===== config.mk =====
export PLATFORM = sky130hd
export DESIGN_NAME = iepr_regs
export DESIGN_NICKNAME = d
export VERILOG_FILES = /design/src/core/iepr_pkg.sv /design/src/core/iepr_regs.sv
export VERILOG_INCLUDE_DIRS = /design/src /design/src/core
export SDC_FILE = /design/constraint.sdc
export NUM_CORES = 1
export LEC_CHECK = 0
export ABC_CLOCK_PERIOD_IN_PS = 1900
export BUFFER_PORTS_ARGS = -buffer_cell sky130_fd_sc_hd__buf_2
export CAP_MARGIN = 10
export CORE_MARGIN = 2
export CORE_UTILIZATION = 47
export CTS_CLUSTER_DIAMETER = 80
export DETAILED_ROUTE_END_ITERATION = 10
export PLACE_DENSITY = 0.75
export RECOVER_POWER = 100
export SKIP_CTS_REPAIR_TIMING = 1
export SLEW_MARGIN = 10
export SYNTH_ARGS = -nofsm -noshare
export SYNTH_HDL_FRONTEND = slang
export SYNTH_SLANG_ARGS = --single-unit

===== constraint.sdc =====
create_clock -name hclk -period 1.9 [get_ports hclk]
set_input_delay 0.57 -clock hclk [delete_from_list [all_inputs] [get_ports hclk]]
set_output_delay 0.57 -clock hclk [all_outputs]
set_load 0.01 [all_outputs]

===== src/core/iepr_cfg.svh =====
// Register offsets, field positions and reset values for the enable/priority block
`ifndef IEPR_CFG_SVH
`define IEPR_CFG_SVH
`define IEPR_OFS_EN_A 12'h09b
`define IEPR_OFS_EN_B 12'h09c
`define IEPR_OFS_PRIO_HI 12'h0b7
`define IEPR_OFS_PRIO_LO 12'h0b8
`define IEPR_ADDR_EN_A 12'h26c
`define IEPR_ADDR_EN_B 12'h270
`define IEPR_ADDR_PRIO_HI 12'h2dc
`define IEPR_ADDR_PRIO_LO 12'h2e0
`define IEPR_OFS_CTRL 12'h100
`define IEPR_OFS_STAT 12'h104
`define IEPR_OFS_MASK 12'h108
`define IEPR_OFS_REQ 12'h10c
`define IEPR_OFS_LEVEL 12'h110
`define IEPR_RST_BYTE 8'h00
`define IEPR_RST_SRC 11'h000
`define IEPR_EN_A_MASK 8'hff
`define IEPR_EN_B_MASK 8'h07
`define IEPR_PRIO_MASK 8'h7f
`define IEPR_BIT_GLOBAL 0
`define IEPR_BIT_TIMER2 7
`define IEPR_BIT_SPI 6
`define IEPR_BIT_BRAKE 5
`define IEPR_BIT_WDT 4
`define IEPR_BIT_PWM 3
`define IEPR_BIT_CAP 2
`define IEPR_BIT_PIN 1
`define IEPR_BIT_I2C 0
`define IEPR_BIT_WAKE 2
`define IEPR_BIT_TIMER3 1
`define IEPR_BIT_UART1 0
`define IEPR_NSRC 11
`define IEPR_NCORE 7
`endif


===== src/core/iepr_pkg.sv =====
// Types shared by the enable/priority block
package iepr_pkg;
  typedef logic [7:0] iepr_byte_t;
  typedef logic [1:0] iepr_level_t;
  typedef enum logic [1:0] {
    IEPR_ADDR = 2'b00,
    IEPR_DATA = 2'b01
  } iepr_phase_e;
endpackage


===== src/core/iepr_regs.sv =====
// Extended enables and base priority registers behind an AHB-Lite slave
//
// What this block does
// - Global enable gates every source request.
// - Enable A bit 7 gates timer 2 overflow.
// - Enable A bit 6 gates OR of SPI flags.
// - Enable A bit 5 gates brake fault flag.
// - Enable A bit 4 gates watchdog flag.
// - Enable A bit 3 gates PWM period flag.
// - Enable A bit 2 gates any capture flag.
// - Enable A bit 1 gates any pin flag.
// - Enable A bit 0 gates I2C state/timeout.
// - Enable B has bits 2..0; bit 2 wake.
// - Enable B bit 1 gates timer 3 overflow.
// - Enable B bit 0 gates UART1 tx/rx.
// - All four registers reset to zero.
// - Priority low bits for seven core sources.
// - Priority high bits at matching positions.
// - Priority low bit 7 unimplemented.
// - Enable bits: 0 disabled, 1 enabled, RW.
`timescale 1ns/1ps
`include "iepr_cfg.svh"

module iepr_regs #(
  parameter int PIN_W = 8 // Width of the pin flag group
) (
  input wire logic hclk, // System clock
  input wire logic hresetn, // Asynchronous reset, active low
  input wire logic hsel, // Slave select
  input wire logic [11:0] haddr, // Byte address
  input wire logic [1:0] htrans, // Transfer type
  input wire logic hwrite, // Write when high
  input wire logic [2:0] hsize, // Transfer size
  input wire logic [31:0] hwdata, // Write data
  input wire logic hready, // Bus ready
  output logic [31:0] hrdata, // Read data
  output logic hreadyout, // Slave ready
  output logic hresp, // Response, always OKAY
  input wire logic timer2_overflow_flag, // Timer 2 overflow
  input wire logic spi_done_flag, // SPI transfer complete
  input wire logic spi_overrun_flag, // SPI overrun
  input wire logic spi_mode_fault, // SPI mode fault
  input wire logic brake_fault_flag, // Fault brake
  input wire logic watchdog_flag, // Watchdog
  input wire logic pwm_event_flag, // PWM period
  input wire logic [2:0] capture_flags, // Capture channels
  input wire logic [PIN_W-1:0] pin_flag_group, // Pin interrupt flags
  input wire logic i2c_state_flag, // I2C serial state change
  input wire logic i2c_timeout_flag, // I2C bus timeout
  input wire logic wake_timer_flag, // Wake-up timer
  input wire logic timer3_overflow_flag, // Timer 3 overflow
  input wire logic uart1_tx_flag, // UART1 transmit complete
  input wire logic uart1_rx_flag, // UART1 receive complete
  output logic [`IEPR_NSRC-1:0] src_req, // Gated requests per source
  output logic [2*`IEPR_NCORE-1:0] core_level, // 2-bit level per core src
  output logic irq // Interrupt to the system
);

  logic [7:0] en_a_reg;
  logic [7:0] en_b_reg;
  logic [7:0] prio_hi_reg;
  logic [7:0] prio_lo_reg;
  logic global_irq_en;
  logic [`IEPR_NSRC-1:0] stat_reg;
  logic [`IEPR_NSRC-1:0] mask_reg;
  logic [`IEPR_NSRC-1:0] raw_flag;
  logic [`IEPR_NSRC-1:0] src_en;
  logic [`IEPR_NSRC-1:0] req_next;
  logic [`IEPR_NSRC-1:0] req_prev_reg;
  iepr_pkg::iepr_phase_e phase_reg;
  logic wr_pend_reg;
  logic [11:0] addr_reg;
  logic [31:0] rd_next;
  logic acc;

  // Zero-wait slave: every access completes in its data phase
  assign acc = hsel && hready && htrans[1];

  // Raw flags grouped per source: enable A sources in bits 7..0, B above
  always_comb begin
    raw_flag[`IEPR_BIT_TIMER2] = timer2_overflow_flag;
    raw_flag[`IEPR_BIT_SPI] = spi_done_flag | spi_overrun_flag
      | spi_mode_fault;
    raw_flag[`IEPR_BIT_BRAKE] = brake_fault_flag;
    raw_flag[`IEPR_BIT_WDT] = watchdog_flag;
    raw_flag[`IEPR_BIT_PWM] = pwm_event_flag;
    raw_flag[`IEPR_BIT_CAP] = |capture_flags;
    raw_flag[`IEPR_BIT_PIN] = |pin_flag_group;
    raw_flag[`IEPR_BIT_I2C] = i2c_state_flag | i2c_timeout_flag;
    raw_flag[8+`IEPR_BIT_WAKE] = wake_timer_flag;
    raw_flag[8+`IEPR_BIT_TIMER3] = timer3_overflow_flag;
    raw_flag[8+`IEPR_BIT_UART1] = uart1_tx_flag | uart1_rx_flag;
  end

  assign src_en = {en_b_reg[2:0], en_a_reg};

  // One gate per source: enable bit and global enable together
  genvar gi;
  generate
    for (gi = 0; gi < `IEPR_NSRC; gi++) begin : g_gate
      assign req_next[gi] = raw_flag[gi] & src_en[gi]
        & global_irq_en;
    end
  endgenerate

  always_ff @(posedge hclk or negedge hresetn) begin
    if (!hresetn) begin
      src_req <= `IEPR_RST_SRC;
      req_prev_reg <= `IEPR_RST_SRC;
    end else begin
      src_req <= req_next;
      req_prev_reg <= req_next;
    end
  end

  // Level per core source, high bit on top
  logic [2*`IEPR_NCORE-1:0] level_next;
  generate
    for (gi = 0; gi < `IEPR_NCORE; gi++) begin : g_level
      assign level_next[2*gi+1:2*gi] = {prio_hi_reg[gi],
        prio_lo_reg[gi]};
    end
  endgenerate

  // One process owns the whole level vector
  always_ff @(posedge hclk or negedge hresetn) begin
    if (!hresetn) begin
      core_level <= '0;
    end else begin
      core_level <= level_next;
    end
  end

  // Bus phase tracking
  always_ff @(posedge hclk or negedge hresetn) begin
    if (!hresetn) begin
      phase_reg <= iepr_pkg::IEPR_ADDR;
      wr_pend_reg <= 1'b0;
      addr_reg <= 12'h000;
    end else begin
      phase_reg <= acc ? iepr_pkg::IEPR_DATA : iepr_pkg::IEPR_ADDR;
      wr_pend_reg <= acc && hwrite;
      if (acc) begin
        addr_reg <= {haddr[11:2], 2'b00};
      end
    end
  end

  // Enable and priority registers, written in the data phase
  always_ff @(posedge hclk or negedge hresetn) begin
    if (!hresetn) begin
      en_a_reg <= `IEPR_RST_BYTE;
      en_b_reg <= `IEPR_RST_BYTE;
      prio_hi_reg <= `IEPR_RST_BYTE;
      prio_lo_reg <= `IEPR_RST_BYTE;
      global_irq_en <= 1'b0;
      mask_reg <= `IEPR_RST_SRC;
    end else if (wr_pend_reg) begin
      if (addr_reg == `IEPR_ADDR_EN_A) begin
        en_a_reg <= hwdata[7:0] & `IEPR_EN_A_MASK;
      end else if (addr_reg == `IEPR_ADDR_EN_B) begin
        en_b_reg <= hwdata[7:0] & `IEPR_EN_B_MASK;
      end else if (addr_reg == `IEPR_ADDR_PRIO_HI) begin
        prio_hi_reg <= hwdata[7:0] & `IEPR_PRIO_MASK;
      end else if (addr_reg == `IEPR_ADDR_PRIO_LO) begin
        prio_lo_reg <= hwdata[7:0] & `IEPR_PRIO_MASK;
      end else if (addr_reg == `IEPR_OFS_CTRL) begin
        global_irq_en <= hwdata[`IEPR_BIT_GLOBAL];
      end else if (addr_reg == `IEPR_OFS_MASK) begin
        mask_reg <= hwdata[`IEPR_NSRC-1:0];
      end
    end
  end

  // Sticky status on each rising request; a new event beats a clear
  always_ff @(posedge hclk or negedge hresetn) begin
    if (!hresetn) begin
      stat_reg <= `IEPR_RST_SRC;
    end else begin
      if (wr_pend_reg && addr_reg == `IEPR_OFS_STAT) begin
        stat_reg <= (stat_reg & ~hwdata[`IEPR_NSRC-1:0])
          | (req_next & ~req_prev_reg);
      end else begin
        stat_reg <= stat_reg | (req_next & ~req_prev_reg);
      end
    end
  end

  always_ff @(posedge hclk or negedge hresetn) begin
    if (!hresetn) begin
      irq <= 1'b0;
    end else begin
      irq <= |(stat_reg & mask_reg);
    end
  end

  // Read mux; unmapped addresses read zero
  always_comb begin
    rd_next = 32'h0000_0000;
    if (haddr == `IEPR_ADDR_EN_A) begin
      rd_next = {24'h000000, en_a_reg};
    end else if (haddr == `IEPR_ADDR_EN_B) begin
      rd_next = {24'h000000, en_b_reg};
    end else if (haddr == `IEPR_ADDR_PRIO_HI) begin
      rd_next = {24'h000000, prio_hi_reg};
    end else if (haddr == `IEPR_ADDR_PRIO_LO) begin
      rd_next = {24'h000000, prio_lo_reg};
    end else if (haddr == `IEPR_OFS_CTRL) begin
      rd_next = {31'h0000_0000, global_irq_en};
    end else if (haddr == `IEPR_OFS_STAT) begin
      rd_next = {21'h000000, stat_reg};
    end else if (haddr == `IEPR_OFS_MASK) begin
      rd_next = {21'h000000, mask_reg};
    end else if (haddr == `IEPR_OFS_REQ) begin
      rd_next = {21'h000000, req_next};
    end else if (haddr == `IEPR_OFS_LEVEL) begin
      rd_next = {18'h00000, core_level};
    end
  end

  // Read data captured at the address phase, so it stands in the data phase
  always_ff @(posedge hclk or negedge hresetn) begin
    if (!hresetn) begin
      hrdata <= 32'h0000_0000;
      hreadyout <= 1'b0;
      hresp <= 1'b0;
    end else begin
      hreadyout <= 1'b1;
      hresp <= 1'b0;
      if (acc && !hwrite) begin
        hrdata <= rd_next;
      end
    end
  end

  // Both directions per source except wake timer and timer 3, which are checked only for a gate stuck open
  a_global_gate: assert property (
    @(posedge hclk) disable iff (!hresetn)
    !global_irq_en |=> src_req == '0)
    else $error("request seen with global enable low");

  a_timer2_gate: assert property (
    @(posedge hclk) disable iff (!hresetn)
    src_req[7] |-> $past(en_a_reg[7] && timer2_overflow_flag))
    else $error("timer 2 request without enable and flag");

  a_timer2_pass: assert property (
    @(posedge hclk) disable iff (!hresetn)
    (global_irq_en && en_a_reg[7] && timer2_overflow_flag) |=> src_req[7])
    else $error("timer 2 overflow not forwarded");

  a_spi_or: assert property (
    @(posedge hclk) disable iff (!hresetn)
    (global_irq_en && en_a_reg[6] && spi_mode_fault) |=> src_req[6])
    else $error("spi mode fault not forwarded");

  a_spi_gate: assert property (
    @(posedge hclk) disable iff (!hresetn)
    src_req[6] |-> $past(en_a_reg[6] && (spi_done_flag || spi_overrun_flag
      || spi_mode_fault)))
    else $error("spi request without enable and flag");

  a_brake_gate: assert property (
    @(posedge hclk) disable iff (!hresetn)
    src_req[5] |-> $past(en_a_reg[5] && brake_fault_flag))
    else $error("brake request without enable and flag");

  a_brake_pass: assert property (
    @(posedge hclk) disable iff (!hresetn)
    (global_irq_en && en_a_reg[5] && brake_fault_flag) |=> src_req[5])
    else $error("brake fault not forwarded");

  a_wdt_gate: assert property (
    @(posedge hclk) disable iff (!hresetn)
    src_req[4] |-> $past(en_a_reg[4] && watchdog_flag))
    else $error("watchdog request without enable and flag");

  a_wdt_pass: assert property (
    @(posedge hclk) disable iff (!hresetn)
    (global_irq_en && en_a_reg[4] && watchdog_flag) |=> src_req[4])
    else $error("watchdog flag not forwarded");

  a_pwm_gate: assert property (
    @(posedge hclk) disable iff (!hresetn)
    src_req[3] |-> $past(en_a_reg[3] && pwm_event_flag))
    else $error("pwm request without enable and flag");

  a_pwm_pass: assert property (
    @(posedge hclk) disable iff (!hresetn)
    (global_irq_en && en_a_reg[3] && pwm_event_flag) |=> src_req[3])
    else $error("pwm flag not forwarded");

  a_cap_any: assert property (
    @(posedge hclk) disable iff (!hresetn)
    (global_irq_en && en_a_reg[2] && capture_flags[2]) |=> src_req[2])
    else $error("capture channel 2 not forwarded");

  a_cap_gate: assert property (
    @(posedge hclk) disable iff (!hresetn)
    src_req[2] |-> $past(en_a_reg[2] && (|capture_flags)))
    else $error("capture request without enable and flag");

  a_pin_gate: assert property (
    @(posedge hclk) disable iff (!hresetn)
    src_req[1] |-> $past(en_a_reg[1] && (|pin_flag_group)))
    else $error("pin request without enable and flag");

  a_pin_pass: assert property (
    @(posedge hclk) disable iff (!hresetn)
    (global_irq_en && en_a_reg[1] && (|pin_flag_group)) |=> src_req[1])
    else $error("pin flag not forwarded");

  a_i2c_gate: assert property (
    @(posedge hclk) disable iff (!hresetn)
    src_req[0] |-> $past(en_a_reg[0] && (i2c_state_flag || i2c_timeout_flag)))
    else $error("i2c request without enable and flag");

  a_i2c_pass: assert property (
    @(posedge hclk) disable iff (!hresetn)
    (global_irq_en && en_a_reg[0] && i2c_timeout_flag) |=> src_req[0])
    else $error("i2c timeout not forwarded");

  a_en_b_bits: assert property (
    @(posedge hclk) disable iff (!hresetn)
    en_b_reg[7:3] == 5'h00)
    else $error("unimplemented enable b bits set");

  a_wake_gate: assert property (
    @(posedge hclk) disable iff (!hresetn)
    src_req[10] |-> $past(en_b_reg[2] && wake_timer_flag))
    else $error("wake timer request without enable and flag");

  a_timer3_gate: assert property (
    @(posedge hclk) disable iff (!hresetn)
    src_req[9] |-> $past(en_b_reg[1] && timer3_overflow_flag))
    else $error("timer 3 request without enable and flag");

  a_uart1_gate: assert property (
    @(posedge hclk) disable iff (!hresetn)
    src_req[8] |-> $past(en_b_reg[0] && (uart1_tx_flag || uart1_rx_flag)))
    else $error("uart1 request without enable and flag");

  a_uart1_pass: assert property (
    @(posedge hclk) disable iff (!hresetn)
    (global_irq_en && en_b_reg[0] && uart1_rx_flag) |=> src_req[8])
    else $error("uart1 receive flag not forwarded");

  a_prio_lo_b7: assert property (
    @(posedge hclk) disable iff (!hresetn)
    !prio_lo_reg[7] && !prio_hi_reg[7])
    else $error("priority bit 7 set");

  a_level_pair: assert property (
    @(posedge hclk) disable iff (!hresetn)
    ##1 core_level[13:12] == {$past(prio_hi_reg[6]), $past(prio_lo_reg[6])})
    else $error("adc level mismatch");

  a_level_ext0: assert property (
    @(posedge hclk) disable iff (!hresetn)
    ##1 core_level[1:0] == {$past(prio_hi_reg[0]), $past(prio_lo_reg[0])})
    else $error("external 0 level mismatch");

  a_irq_cause: assert property (
    @(posedge hclk) disable iff (!hresetn)
    irq |-> $past(|(stat_reg & mask_reg)))
    else $error("irq without cause");

  a_irq_raise: assert property (
    @(posedge hclk) disable iff (!hresetn)
    (|(stat_reg & mask_reg)) |=> irq)
    else $error("unmasked status without irq");

  a_wr_phase: assert property (
    @(posedge hclk) disable iff (!hresetn)
    wr_pend_reg |-> phase_reg == iepr_pkg::IEPR_DATA)
    else $error("write pending outside data phase");

  a_okay_resp: assert property (
    @(posedge hclk) disable iff (!hresetn)
    !hresp)
    else $error("error response driven");
endmodule


==> flow_summary.ini <==
[outcome]
status = finished, violations left
violations = max-capacitance violations, max-slew violations, negative setup slack

[sta]
rsz0062_at_grt = true
fin_ws_ns = -0.0255
fin_skew_ns = 0.00906
finalHoldViolCount = 0
layout_min_cycle_time_ns = 1.93
clock.fmax_ghz = 0.519
final_max_slew_viol_count = 24
fin_crit_sh = 1.01
final-setup-viol-count = 10
worst_pin_slew_ns = 1.51
relSlewSlack = -0.00514

[routing]
routed_wl_um = 13000
drc = 0
viasPerCell = 5.57
dr.pass1.iters = 4
wl_per_cell_um = 18.3
vias = 3966
drtIter0Drc = 289
antenna_left = 0

[synth]
synth_top_area_cell = dfrtp_1
synth_flop_cell = dfrtp_1
synth.distinct_cells = 60
synth_edf_count = 0
synth_area_leaders = dfrtp_1 (53%), mux2_2 (8.4%), buf_4 (3.2%), nand2_1 (3.1%), mux2_1 (2.4%)
synth_area_um2 = 4720
syn_avg_cell_area_um2 = 11.1
synth_top_area_frac = 0.530
async_flop_share = 1.00
synth_seq_cells = 100
netlist_instances = 424
synth_seq_area_share = 0.530
yosysWarnings = 0

[floorplanning]
start_util = 0.483
dieArea_um2 = 10900
die-width_um = 104
die_h_um = 104
rows = 36
io_pins = 138
core_area_um2 = 9770

[power_and_ir_drop]
pwr-share-seq = 0.566
ir_drop_v = 0.000437
switchingPower_mw = 1.17
comb_power_share = 0.117
cellPowerDensity_nw_per_um2 = 705
swShare = 0.282
power.total_mw = 4.15
p_int_mw = 2.98
p_clk_frac = 0.317
power.leakage_nw = 2.65

[clock_tree]
clock_path_buffers = 2
cts_buffers = 9
clkSlewWorstSetupHoldPaths_ns = 0.11
cts_tree = done
clk_latency_ns = 0.38
cts_root_buf = clkbuf_8
cts_sinks = 100
htree_levels = 3

[placed_design]
portBuffers = 93
post-place-ws_ns = -0.321
place_area_um2 = 5720
dpl.hpwl_um = 10200
gp_congestion = 0.935

[setup_path]
cp-start-kind = flop
critical_path.reg2reg.startpoint = addr_reg[10]
rr_worst_depth = 5
crit_end = mask_reg[9]
startpoint = addr_reg[10]
worst_ep_arrival_time_ns = 2.19
r2r-end = mask_reg[9]
cp.required_ns = 2.16
end_kind = flop
critical_path.max_fanout = 11
r2r_slack_ns = -0.03
path_class = reg -> reg

[layout]
syn2layout_area_growth_pct = 24.7
num-nets-final = 652
fin_area_um2 = 5880
drive_above_1_share = 0.301
diodes = 0
final_util = 0.602
top_regs = core_level: 14 flops, hrdata: 14 flops

[grt]
grt_pass1_vias = 3958
grt_pass1_wl_um = 20900
antenna_found_initial = 0
grt_max_degree = 40
grt.overflow.total = 0
track_usage = 0.249

[hold_path]
hold_class = reg -> reg

[run]
maxCapViolCount = 1
## metrics by stage
stage | hold WS, ns | cells | TNS (ns)
2_1_floorplan | 0.274 | 442 | -0.305
3_3_place_gp | 0.381 | 694 | -2.66
3_5_place_dp | 0.385 | 694 | -2.85
4_1_cts | 0.0951 | 710 | -0.569
5_1_grt | 0.421 | 712 | -0.953
6_report | 0.405 | 712 | -0.123
## cell type report
cell class | count | area [um2]
Fill cell | 885 | 3890
Sequential cell | 100 | 2500
Multi-Input combinational cell | 287 | 2000
Timing Repair Buffer | 159 | 958
Tap cell | 133 | 166
Clock buffer | 9 | 124
Clock inverter | 7 | 65.1
Inverter | 17 | 63.8
## power groups by stage
stage / clock (mW) / sequential (mW) / combinational [mW]
finish: 1.32 / 2.35 / 0.485
global route: 1.42 / 2.36 / 0.533
CTS: 1.35 / 2.33 / 0.491
detailed placement: 0 / 2.37 / 0.492
global placement: 0 / 2.37 / 0.479
floorplan: 0 / 2.36 / 0.248
## metal layers
metal  global-route usage  part of all wire
met1                0.342              0.46
met2                0.408              0.48
met3               0.0439             0.049
met4               0.0734             0.012
met5                    0                 0
## cells in the mapped netlist (all sizes together) (2+ instances only)
cell / instances
a2111oi: 3
a21oi: 20
a221oi: 3
a22o: 11
a22oi: 10
a2bb2oi: 5
a31oi: 3
and3: 5
and4: 2
buf: 28
clkbuf: 10
conb: 2
dfrtp: 100
inv: 17
mux2: 45
mux2i: 3
nand2: 39
nand2b: 2
nand3: 9
nand3b: 3
nand4: 4
nand4b: 2
nor2: 10
nor2b: 4
nor3: 7
nor3b: 3
nor4: 5
nor4b: 5
o211a: 2
o21ai: 25
o21bai: 2
o221ai: 4
o22ai: 3
o2bb2ai: 5
o311ai: 3
or2: 2
or3: 4
or3b: 2
or4b: 2
## worst min path at each step
stage | endpoint | cells after the start | slack, ns | startpoint
3_5_place_dp | core_level[4] | 0 | 0.39 | prio_lo_reg[2]
4_1_cts | addr_reg[6] | 1 | 0.1 | hresetn
6_report | core_level[4] | 0 | 0.40 | prio_lo_reg[2]
5_1_grt | core_level[4] | 0 | 0.42 | prio_lo_reg[2]
2_1_floorplan | addr_reg[10] | 0 | 0.27 | hresetn
3_3_place_gp | core_level[4] | 0 | 0.38 | prio_lo_reg[2]
## critical path: stages (launching register included)
cell	delay [ns]
dfrtp_1	0.43
nor4b_4	0.35
nand3_2	0.15
or3b_4	0.40
buf_8	0.16
mux2_1	0.32
## cell families after synthesis
| kind of cell | synth area share |
|---|---|
| buffers and inverters | 0.0631 |
| AND/OR/NAND/NOR | 0.134 |
| other | 0.00159 |
| AO/OA/AOI/OAI | 0.158 |
| flip-flops | 0.530 |
| multiplexers | 0.114 |
## layout by cell type (no fill, tap or decap), drive strengths merged, types with 5 or more instances in the layout
cell	n
buf	112
dfrtp	100
clkbuf	56
mux2	45
nand2	39
o21ai	25
inv	22
a21oi	20
conb	20
a22o	11
a22oi	10
nor2	10
nand3	9
nor3	7
and3	5
o2bb2ai	5
a2bb2oi	5
nor4	5
nor4b	5
(Power assumes the default switching activity.)
